[src/design/pdo_pkg.sv]
// Package for the PWM DAC output block: constants and carrier structs.
// Assumes a single system clock and a port-style write/read interface.
package pdo_pkg;
  localparam int PDO_NARROW_N = 9;
  localparam int PDO_WIDE_W = 14;
  localparam int PDO_NARROW_W = 7;
  localparam int PDO_BUF_N = 11;
  localparam int PDO_WIDE_PERIOD_LOG2 = 15;
  localparam int PDO_NARROW_PERIOD_LOG2 = 8;
  localparam logic [3:0] PDO_SEL_WIDE_LO = 4'h0;
  localparam logic [3:0] PDO_SEL_WIDE_HI = 4'h1;
  localparam logic [3:0] PDO_SEL_NARROW_FIRST = 4'h2;
  localparam logic [3:0] PDO_SEL_NARROW_LAST = 4'ha;
  localparam logic [3:0] PDO_SEL_TRANSFER = 4'hc;
  localparam logic [3:0] PDO_SEL_RESET = 4'h0;
  localparam logic [6:0] PDO_BUF_RESET = 7'h00;
  localparam logic [9:0] PDO_PORT_LATCH_RESET = 10'h3ff;
  localparam int PDO_STATUS_BIT = 0;

  typedef struct packed {
    logic wr;
    logic [3:0] data;
  } pdo_wr_type;

  typedef struct packed {
    logic [3:0] sel;
    logic second;
    logic [PDO_BUF_N-1:0][7:0] buf_q;
    logic [PDO_WIDE_W-1:0] wide_lat;
    logic [PDO_NARROW_N-1:0][PDO_NARROW_W-1:0] nar_lat;
    logic pend_w;
    logic pend_n;
    logic busy;
    logic [PDO_WIDE_PERIOD_LOG2-1:0] cnt;
    logic wide_out;
    logic [PDO_NARROW_N-1:0] nar_out;
    logic [9:0] port_latch;
  } pdo_state_type;
endpackage

[src/design/pdo_pwm_dac.sv]
// PWM DAC outputs: one 14-bit and nine 7-bit active-low PWM channels.
// Assumes same-clock port strobes from the CPU core and a hold input.
// Function
// Software keeps shared port latch bits at one for PWM to reach pins.
// Reset sets the shared port latch bits to one.
// Writing code C to selector copies all buffers into output latches.
// Output latches keep their value until the next transfer.
// Reset and hold clear selector, buffers and output latches.
// Wide channel uses 14 bits over 2^15 clocks in 64 sub-periods.
// Each wide sub-period pulse is upper byte n times two clocks.
// Low six bits widen the pulse by one unit in m sub-periods.
// Each low bit selects fixed sub-periods by bit-reversed position.
// Narrow channels: pulse k times two clocks in 2^8 clock period.
// Software writes selector, then low nibble, then upper nibble.
// Buffer numbers map to wide halves and narrow channels; C transfers.
// Status bit zero reads one while a transfer is pending.
// Software must not write data while the status reads one.
// Outputs keep running from old latches while buffers load.
// Outputs switch at their own period boundary after transfer.
// Outputs are active low: pulse interval drives the pin low.
module pdo_pwm_dac (
  input wire logic mclk_i,
  input wire logic sys_rst_i,
  input wire logic clk_en_i,
  input wire logic hold_i,
  input wire pdo_pkg::pdo_wr_type buffer_select_port_i,
  input wire pdo_pkg::pdo_wr_type transfer_buffer_port_i,
  input wire logic [9:0] port_latch_wdata_i,
  input wire logic port_latch_wr_i,
  output logic [3:0] transfer_status_port_o,
  output logic wide_channel_out_o,
  output logic [pdo_pkg::PDO_NARROW_N-1:0] narrow_channel_out_o,
  output logic [9:0] port_latch_o
);
  import pdo_pkg::*;

  pdo_state_type state_r;
  pdo_state_type state_nxt;
  logic [5:0] sub_idx;
  logic [8:0] sub_pos;
  logic [5:0] slot_hit;
  logic wide_extra;
  logic [7:0] nar_pos;
  logic wide_wrap;
  logic nar_wrap;
  logic [PDO_NARROW_N-1:0] nar_pulse;

  // Sub-period index and position within it
  assign sub_idx = state_r.cnt[14:9];
  assign sub_pos = state_r.cnt[8:0];
  assign nar_pos = state_r.cnt[7:0];
  assign wide_wrap = (state_r.cnt == 15'h7fff);
  assign nar_wrap = (nar_pos == 8'hff);

  // Bit s owns sub-periods whose lowest set bit is 5-s
  genvar s;
  generate
    for (s = 0; s < 6; s++) begin : g_slot
      assign slot_hit[s] = state_r.wide_lat[s] &&
        ((sub_idx & (6'h3f >> s)) == (6'h20 >> s));
    end
  endgenerate

  // Extra unit in m of 64 sub-periods
  assign wide_extra = |slot_hit;

  genvar g;
  generate
    for (g = 0; g < PDO_NARROW_N; g++) begin : g_nar
      // Narrow pulse k times two clocks
      assign nar_pulse[g] = ({1'b0, nar_pos} <
                             {1'b0, state_r.nar_lat[g], 1'b0});
    end
  endgenerate

  always_comb begin
    state_nxt = state_r;
    // Free-running period counter
    state_nxt.cnt = state_r.cnt + 15'h0001;
    // Base width plus extra unit
    state_nxt.wide_out = ~(({1'b0, sub_pos}) <
      ({1'b0, state_r.wide_lat[13:6], 1'b0} +
       {8'h00, wide_extra, 1'b0}));
    // Active-low narrow outputs
    state_nxt.nar_out = ~nar_pulse;
    if (port_latch_wr_i) begin
      state_nxt.port_latch = port_latch_wdata_i;
    end
    // Two-write sequence after selection
    if (buffer_select_port_i.wr) begin
      state_nxt.sel = buffer_select_port_i.data;
      state_nxt.second = 1'b0;
      // Transfer command arms latches
      if (buffer_select_port_i.data == PDO_SEL_TRANSFER) begin
        state_nxt.pend_w = 1'b1;
        state_nxt.pend_n = 1'b1;
      end
    end else if (transfer_buffer_port_i.wr) begin
      // Buffer number decode
      if (state_r.sel <= PDO_SEL_NARROW_LAST) begin
        if (!state_r.second) begin
          state_nxt.buf_q[state_r.sel][3:0] = transfer_buffer_port_i.data;
        end else if (state_r.sel == PDO_SEL_WIDE_LO) begin
          state_nxt.buf_q[state_r.sel][5:4] =
            transfer_buffer_port_i.data[1:0];
        end else if (state_r.sel == PDO_SEL_WIDE_HI) begin
          state_nxt.buf_q[state_r.sel][7:4] = transfer_buffer_port_i.data;
        end else begin
          state_nxt.buf_q[state_r.sel][6:4] =
            transfer_buffer_port_i.data[2:0];
        end
        state_nxt.second = ~state_r.second;
      end
    end
    // Wide switches at its period boundary
    if (state_r.pend_w && wide_wrap) begin
      state_nxt.wide_lat = {state_r.buf_q[PDO_SEL_WIDE_HI],
        state_r.buf_q[PDO_SEL_WIDE_LO][5:0]};
      state_nxt.pend_w = 1'b0;
    end
    // Narrow switch at own boundary
    if (state_r.pend_n && nar_wrap) begin
      for (int c = 0; c < PDO_NARROW_N; c++) begin
        state_nxt.nar_lat[c] = state_r.buf_q[c+2][6:0];
      end
      state_nxt.pend_n = 1'b0;
    end
    // Hold clears buffers and latches
    if (hold_i) begin
      state_nxt.sel = PDO_SEL_RESET;
      state_nxt.second = 1'b0;
      state_nxt.buf_q = '0;
      state_nxt.wide_lat = '0;
      state_nxt.nar_lat = '0;
      state_nxt.pend_w = 1'b0;
      state_nxt.pend_n = 1'b0;
    end
    // Registered busy flag
    state_nxt.busy = state_nxt.pend_w | state_nxt.pend_n;
  end

  // Latches held between transfers
  always_ff @(posedge mclk_i) begin
    if (sys_rst_i) begin
      state_r.sel <= PDO_SEL_RESET;
      state_r.second <= 1'b0;
      state_r.buf_q <= '0;
      state_r.wide_lat <= '0;
      state_r.nar_lat <= '0;
      state_r.pend_w <= 1'b0;
      state_r.pend_n <= 1'b0;
      state_r.busy <= 1'b0;
      state_r.cnt <= '0;
      state_r.wide_out <= 1'b1;
      state_r.nar_out <= '1;
      // Port latches to one
      state_r.port_latch <= PDO_PORT_LATCH_RESET;
    end else if (clk_en_i) begin
      state_r <= state_nxt;
    end
  end

  // Busy while any transfer pending
  assign transfer_status_port_o = {3'b000, state_r.busy};
  assign wide_channel_out_o = state_r.wide_out;
  assign narrow_channel_out_o = state_r.nar_out;
  assign port_latch_o = state_r.port_latch;
endmodule

[config.mk]
export PLATFORM = sky130hd
export DESIGN_NAME = pdo_pwm_dac
export DESIGN_NICKNAME = d
export VERILOG_FILES = /design/src/design/pdo_pkg.sv /design/src/design/pdo_pwm_dac.sv
export SDC_FILE = /design/constraint.sdc
export NUM_CORES = 1
export LEC_CHECK = 0
export BUFFER_PORTS_ARGS = -buffer_cell sky130_fd_sc_hd__clkbuf_2
export CORE_MARGIN = 2
export CORE_UTILIZATION = 44
export DETAILED_ROUTE_END_ITERATION = 12
export GPL_TIMING_DRIVEN = 0
export MAX_ROUTING_LAYER = met4
export PLACE_DENSITY_LB_ADDON = 0.2
export SYNTH_ARGS = -nofsm -noshare
export SYNTH_HDL_FRONTEND = slang
export SYNTH_SLANG_ARGS = --single-unit
[constraint.sdc]
create_clock -name mclk_i -period 3.09 [get_ports mclk_i]
set_input_delay 0 -clock mclk_i [delete_from_list [all_inputs] [get_ports mclk_i]]
set_output_delay 0 -clock mclk_i [all_outputs]
set_load 0.02 [all_outputs]
# Word level (Yosys, flattened, before mapping)

Cells that the tools add are included.
Widths: inputs -> output; s select.

Bitwise operators: 4
Reduce and logical (&&, ||, !) cells: 24
Equality and inequality tests: 10
Add/sub/neg operators: 2
Muxes and demuxes: 27
Magnitude comparators: 13

Operators with widths:

| cell                  | number |
|---|---|
| $bwmux 88             | 4 |
| $mux 88               | 4 |
| $mux 89               | 2 |
| $mux 172              | 1 |
| $demux 8 s4           | 4 |
| $lt 8x8->1            | 9 |
| $mux 63               | 1 |
| $add 15x1->15 const B | 1 |
| $eq 15x15->1 const B  | 1 |
| $mux 14               | 1 |
| $add 9x2->10          | 1 |
| $lt 9x10->1           | 1 |
| $reduce_bool 2->1     | 5 |
| $logic_and 1x1->1     | 9 |
| $not 9->9             | 1 |
| $eq 4x4->1 const B    | 2 |
| $eq 8x8->1 const B    | 1 |
| $mux 4                | 2 |
| $mux 8                | 1 |
| $reduce_and 2->1      | 4 |
| $mux 7                | 1 |
| $eq 6x6->1 const B    | 1 |
| $mux 6                | 1 |
| $reduce_bool 3->1     | 2 |
| other kinds (16)      | 20 |

Bits in registers: 208
Logic and storage cells: 110
Input port bits: 25
Output and inout bits: 24

# Longest topological paths before layout

Word-level depth: 13
Mapped depth: 14
Depth with buffers taken out: 14

# Worst setup path after synthesis

OpenSTA, ideal clock, no wires.

Path kind: flip-flop to flip-flop
From: register state_r[33] (netlist name)
To: register state_r, in the netlist wide_channel_out_o
Period minus slack after synthesis: 2.330 ns
Stages on the path, launching flop included: 15
Required time: 2.967 ns
Arrival: 2.207 ns
Path buffers: 0
Path slack: 0.760 ns
Setup time: 0.123 ns
Cells stage by stage: dfxtp_1 nand3b_1 a21oi_1 a21oi_1 o21ai_0 o311a_1 ha_1 nand2_1 xor2_1 ha_1 a21o_1 a31oi_1 o21ai_0 a21oi_1 o21ai_0

Cells in the longest elaborated chain, start to end: 6
Elaborated cells between the ends (all ways): 8
Those cells by class: 1 x add/sub; 1 x order compare; 2 x eq/ne; 1 x bitwise; 3 x reduce/logical

RTL lines:

| element                                  | RTL line           | source |
|---|---|---|
| start, declared                          | pdo_pwm_dac.sv:37  | `pdo_state_type state_r;` |
| start signal, assigned                   | pdo_pwm_dac.sv:159 | `state_r <= state_nxt;` |
| $eq 6x6->1 or $eq 5x5->1 (tied branches) | pdo_pwm_dac.sv:60  | `((sub_idx & (6'h3f >> s)) == (6'h20 >> s));` |
| $logic_and 1x1->1                        | pdo_pwm_dac.sv:59  | `assign slot_hit[s] = state_r.wide_lat[s] &&` |
| $reduce_or 6->1 (*)                      | pdo_pwm_dac.sv:65  | `assign wide_extra = \|slot_hit;` |
| $add 9x2->10 (*)                         | pdo_pwm_dac.sv:82  | `({1'b0, state_r.wide_lat[13:6], 1'b0} +` |
| $lt 9x10->1 (*)                          | pdo_pwm_dac.sv:81  | `state_nxt.wide_out = ~(({1'b0, sub_pos}) <` |
| $not 1->1 (*)                            | pdo_pwm_dac.sv:81  |  |

Every way passes the cells marked *; elsewhere a longest branch is shown, timed or not.
A chain may end at the register's enable or synchronous reset.

# Worst setup path after layout

From: register state_r, in the netlist nar_pos[4]
To: register state_r[110] (netlist name)

Cells in the longest elaborated chain, start to end: 4

RTL lines:

| element                     | RTL line           | source |
|---|---|---|
| $eq 15x15->1                | pdo_pwm_dac.sv:52  | `assign wide_wrap = (state_r.cnt == 15'h7fff);` |
| $logic_and 1x1->1           | pdo_pwm_dac.sv:116 | `if (state_r.pend_w && wide_wrap) begin` |
| $reduce_bool 2->1 (no line) | --                 |  |
| $reduce_and 2->1 (no line)  | --                 |  |

Every way passes these cells.

==> metrics.txt <==
run status finished, final reports clean; Seq/Total Area, Yosys 40.7%; first-pass GRT wire length about 42000 µm; total CTS buffers 17; Layout Nets between 1000 and 1500; CP Capture Type flop; GPL Wtd Cong around 0.8; post-synthesis instance area 9680 µm²; Setup crit start kind flop; Final Hold Slack between 0.09 and 0.1 ns; LEAKAGE 3.97 nW; Critical R2R Launch nar_pos[4]; CP Max Fanout 16; Async SR Flop Fraction 0%; CP max stage delay 1.04 ns; die area about 23000 µm²; I/O pin cnt just under 50; final hold violation count 0; largest net degree at the start of global routing 20; clk slew on worst S/H paths 0.08 ns; Syn-to-layout area delta 14.2%; # resized after CTS 0; Detailed Place HPWL approximately 18000 µm; R2R Path End state_r[110]; min Tclk post-route between 2 and 3 ns; Port Buffer Count 44; top_reg_cell synth dfxtp_1; slowest stage cell, crit path dfxtp_1; Psw about 1.4 mW; Post-Synthesis Cells about 1100; Bufs on Longest Clock Path 2; Internal Power 3.85 mW; power share of the clock group ~43%; VDD IR max ~270 µV; DRT antenna net count 0; Root Buffer clkbuf_16; GR Overflow Total 0; TNS Setup 0 ns; critical path endpoint state_r[110]; switch share 26.2%; Starting DRT DRC Count between 600 and 700; worst min path class in2reg; number of iterations in the first detailed-routing pass 5; DP Worst Slack between 0.4 and 0.5 ns; Worst EP arrival slightly above 3 ns; skew final 0.0183 ns; RSZ-0062 raised after global routing false; Vias/cell ~5.5; # Max-Cap Violations 0; Clock Latency Late Sink between 0.4 and 0.5 ns; Slew @ Worst Pin 1.08 ns; htree depth 4; Tcrit/Tclk final around nine tenths; FP Rows 54; Final Setup Violations 0; routed wire length around 27000 µm; Crit. Startpoint nar_pos[4]; CORE AREA around 22000 µm²; hold_buf cts 20; max-slew violations 0; Peak Freq 0.365 GHz; syn_area_per_cell between 8 and 9 µm²; Reg power frac about half; worst setup margin around 0.35 ns; CTS tree built; Worst R2R Setup Slack 0.35 ns; Cell Pwr Density 471 nW/µm²; Ant. Diodes 0; initial antenna violation count 0; layout cells sized above 1 between 10 and 15%; fin area 11100 µm²; # DRC 0; wire per inst 18.2 µm; clock tree sinks approximately 200; vias in the first global route 7588; Die H 152 µm; All-Layer GR Usage roughly a quarter; Die Wd roughly 150 µm; Register-to-Register Path Depth 6; Worst EP required 3.39 ns; synthesis warning total 0; Post-DP Area slightly above 10000 µm²; CP Class reg2reg; Initial Util between 40 and 50%; count of flip-flops with a built-in enable after synthesis 0; logic gate share of total power approximately 7.4%; Synth Register Bits approximately 200; Slew HR about 28%; worst-path cell chain nand4_1 > nor4_2 > o21ai_0 > buf_2 > nand2_1 > a21oi_1; vias post-DR 8016; library cells used by synthesis 60; setup bufs post-CTS 0
[logic make-up after synthesis]
kind of cell | Yosys count | share of synthesized area, %
buf+inv | 150 | 8.21
flops | 197 | 40.7
fa+ha+maj | 64 | 8.27
compound gates | 299 | 19.3
mux | 3 | 0.310
simple gates | 358 | 21.3
other cells | 1 | 0.0387
xor+xnor | 20 | 1.81
[cell type report]
type,instances,area [µm²]
Clock inverter,14,166
Inverter,61,229
Clock buffer,18,429
Fill cell,2079,10600
Buffer,89,566
Timing Repair Buffer,64,420
Multi-Input combinational cell,747,4950
Sequential cell,197,3940
Tap cell,280,350
[per-layer routing]
layer | vias up | part of all wire (%) | global-route usage [%]
met5 | - | 0 | -
met4 | 0 | 1.5 | 5.96
met3 | 28 | 5.1 | 3.98
met2 | 186 | 46 | 37.3
met1 | 3810 | 48 | 32.2
li1 | 3992 | - | -
[critical path: cells and delay by family, from the launching register on]
| family | cells | cell delay [ns] |
|---|---|---|
| buffers and inverters | 1 | 0.27 |
| DFF | 1 | 1.04 |
| and+or+nand+nor | 3 | 0.93 |
| AOI/OAI and AO/OA | 2 | 0.36 |
[sequential cells by signal, indices dropped and copies added (netlist names)]
signal / count
nar_pos: 8
narrow_channel_out_o: 9
wide_channel_out_o: 1
state_r: 168
transfer_status_port_o: 1
port_latch_o: 10
[per-stage QoR]
| step | power [mW] | cells | utilization [%] |
|---|---|---|---|
| 2_1_floorplan | 2.86 | 1094 | - |
| 3_3_place_gp | 2.99 | 1418 | 47.3 |
| 3_5_place_dp | 2.99 | 1418 | 47.3 |
| 4_1_cts | 5.24 | 1470 | 51.0 |
| 5_1_grt | 5.38 | 1470 | 51.0 |
| 6_report | 5.21 | 1470 | 51.0 |
[cells in the mapped netlist (all sizes together) (2+ instances only)]
cell type	count	area share (%)
dfxtp	197	41
a21oi	147	7.7
nand2	127	4.9
nand3b	82	6.4
ha	64	8.3
inv	61	2.4
buf	52	4.4
o21ai	52	2.8
nor2	42	2.1
a22o	40	3.6
clkbuf	37	1.4
nor3	24	2.0
nand2b	17	1.2
nand4	16	1.0
and3	12	0.79
xor2	12	1.1
a21o	11	0.85
nor2b	11	0.71
a211o	10	0.90
o211ai	9	0.70
o31a	9	0.81
xnor2	8	0.72
nand3	7	0.36
nor4	6	0.76
a22oi	5	0.44
and2	5	0.32
o21a	4	0.32
o31ai	4	0.31
and4	3	0.27
mux2i	3	0.31
a31oi	2	0.13
nand4b	2	0.18
or3	2	0.13
[power groups by stage]
stage / sequential (mW) / clock (mW) / combinational, mW
2_1_floorplan: 2.62 / 0 / 0.237
3_3_place_gp: 2.63 / 0 / 0.358
3_5_place_dp: 2.63 / 0 / 0.360
4_1_cts: 2.57 / 2.29 / 0.381
5_1_grt: 2.57 / 2.40 / 0.413
6_report: 2.57 / 2.26 / 0.384
[cell usage in the layout, fill, tap and decap left out, drive strengths merged, types with 40 or more instances in the layout]
cell,count
dfxtp,197
a21oi,147
nand2,127
clkbuf,99
nand3b,82
inv,67
ha,64
o21ai,52
buf,52
nor2,42
a22o,40
[worst min-delay path by stage]
| stage | startpoint | to | slack, ns | cells after the start |
|---|---|---|---|---|
| 5_1_grt | transfer_buffer_port_i[4] | state_r[203] | 0.12 | 5 |
| 2_1_floorplan | transfer_buffer_port_i[2] | state_r[117] | 0.13 | 2 |
| 6_report | transfer_buffer_port_i[4] | state_r[203] | 0.1 | 5 |
| 3_5_place_dp | buffer_select_port_i[3] | state_r[207] | 0.28 | 3 |
| 3_3_place_gp | buffer_select_port_i[3] | state_r[207] | 0.27 | 3 |
| 4_1_cts | transfer_buffer_port_i[4] | state_r[203] | 0.08 | 5 |
No activity file was read; power rests on OpenSTA's default activity.
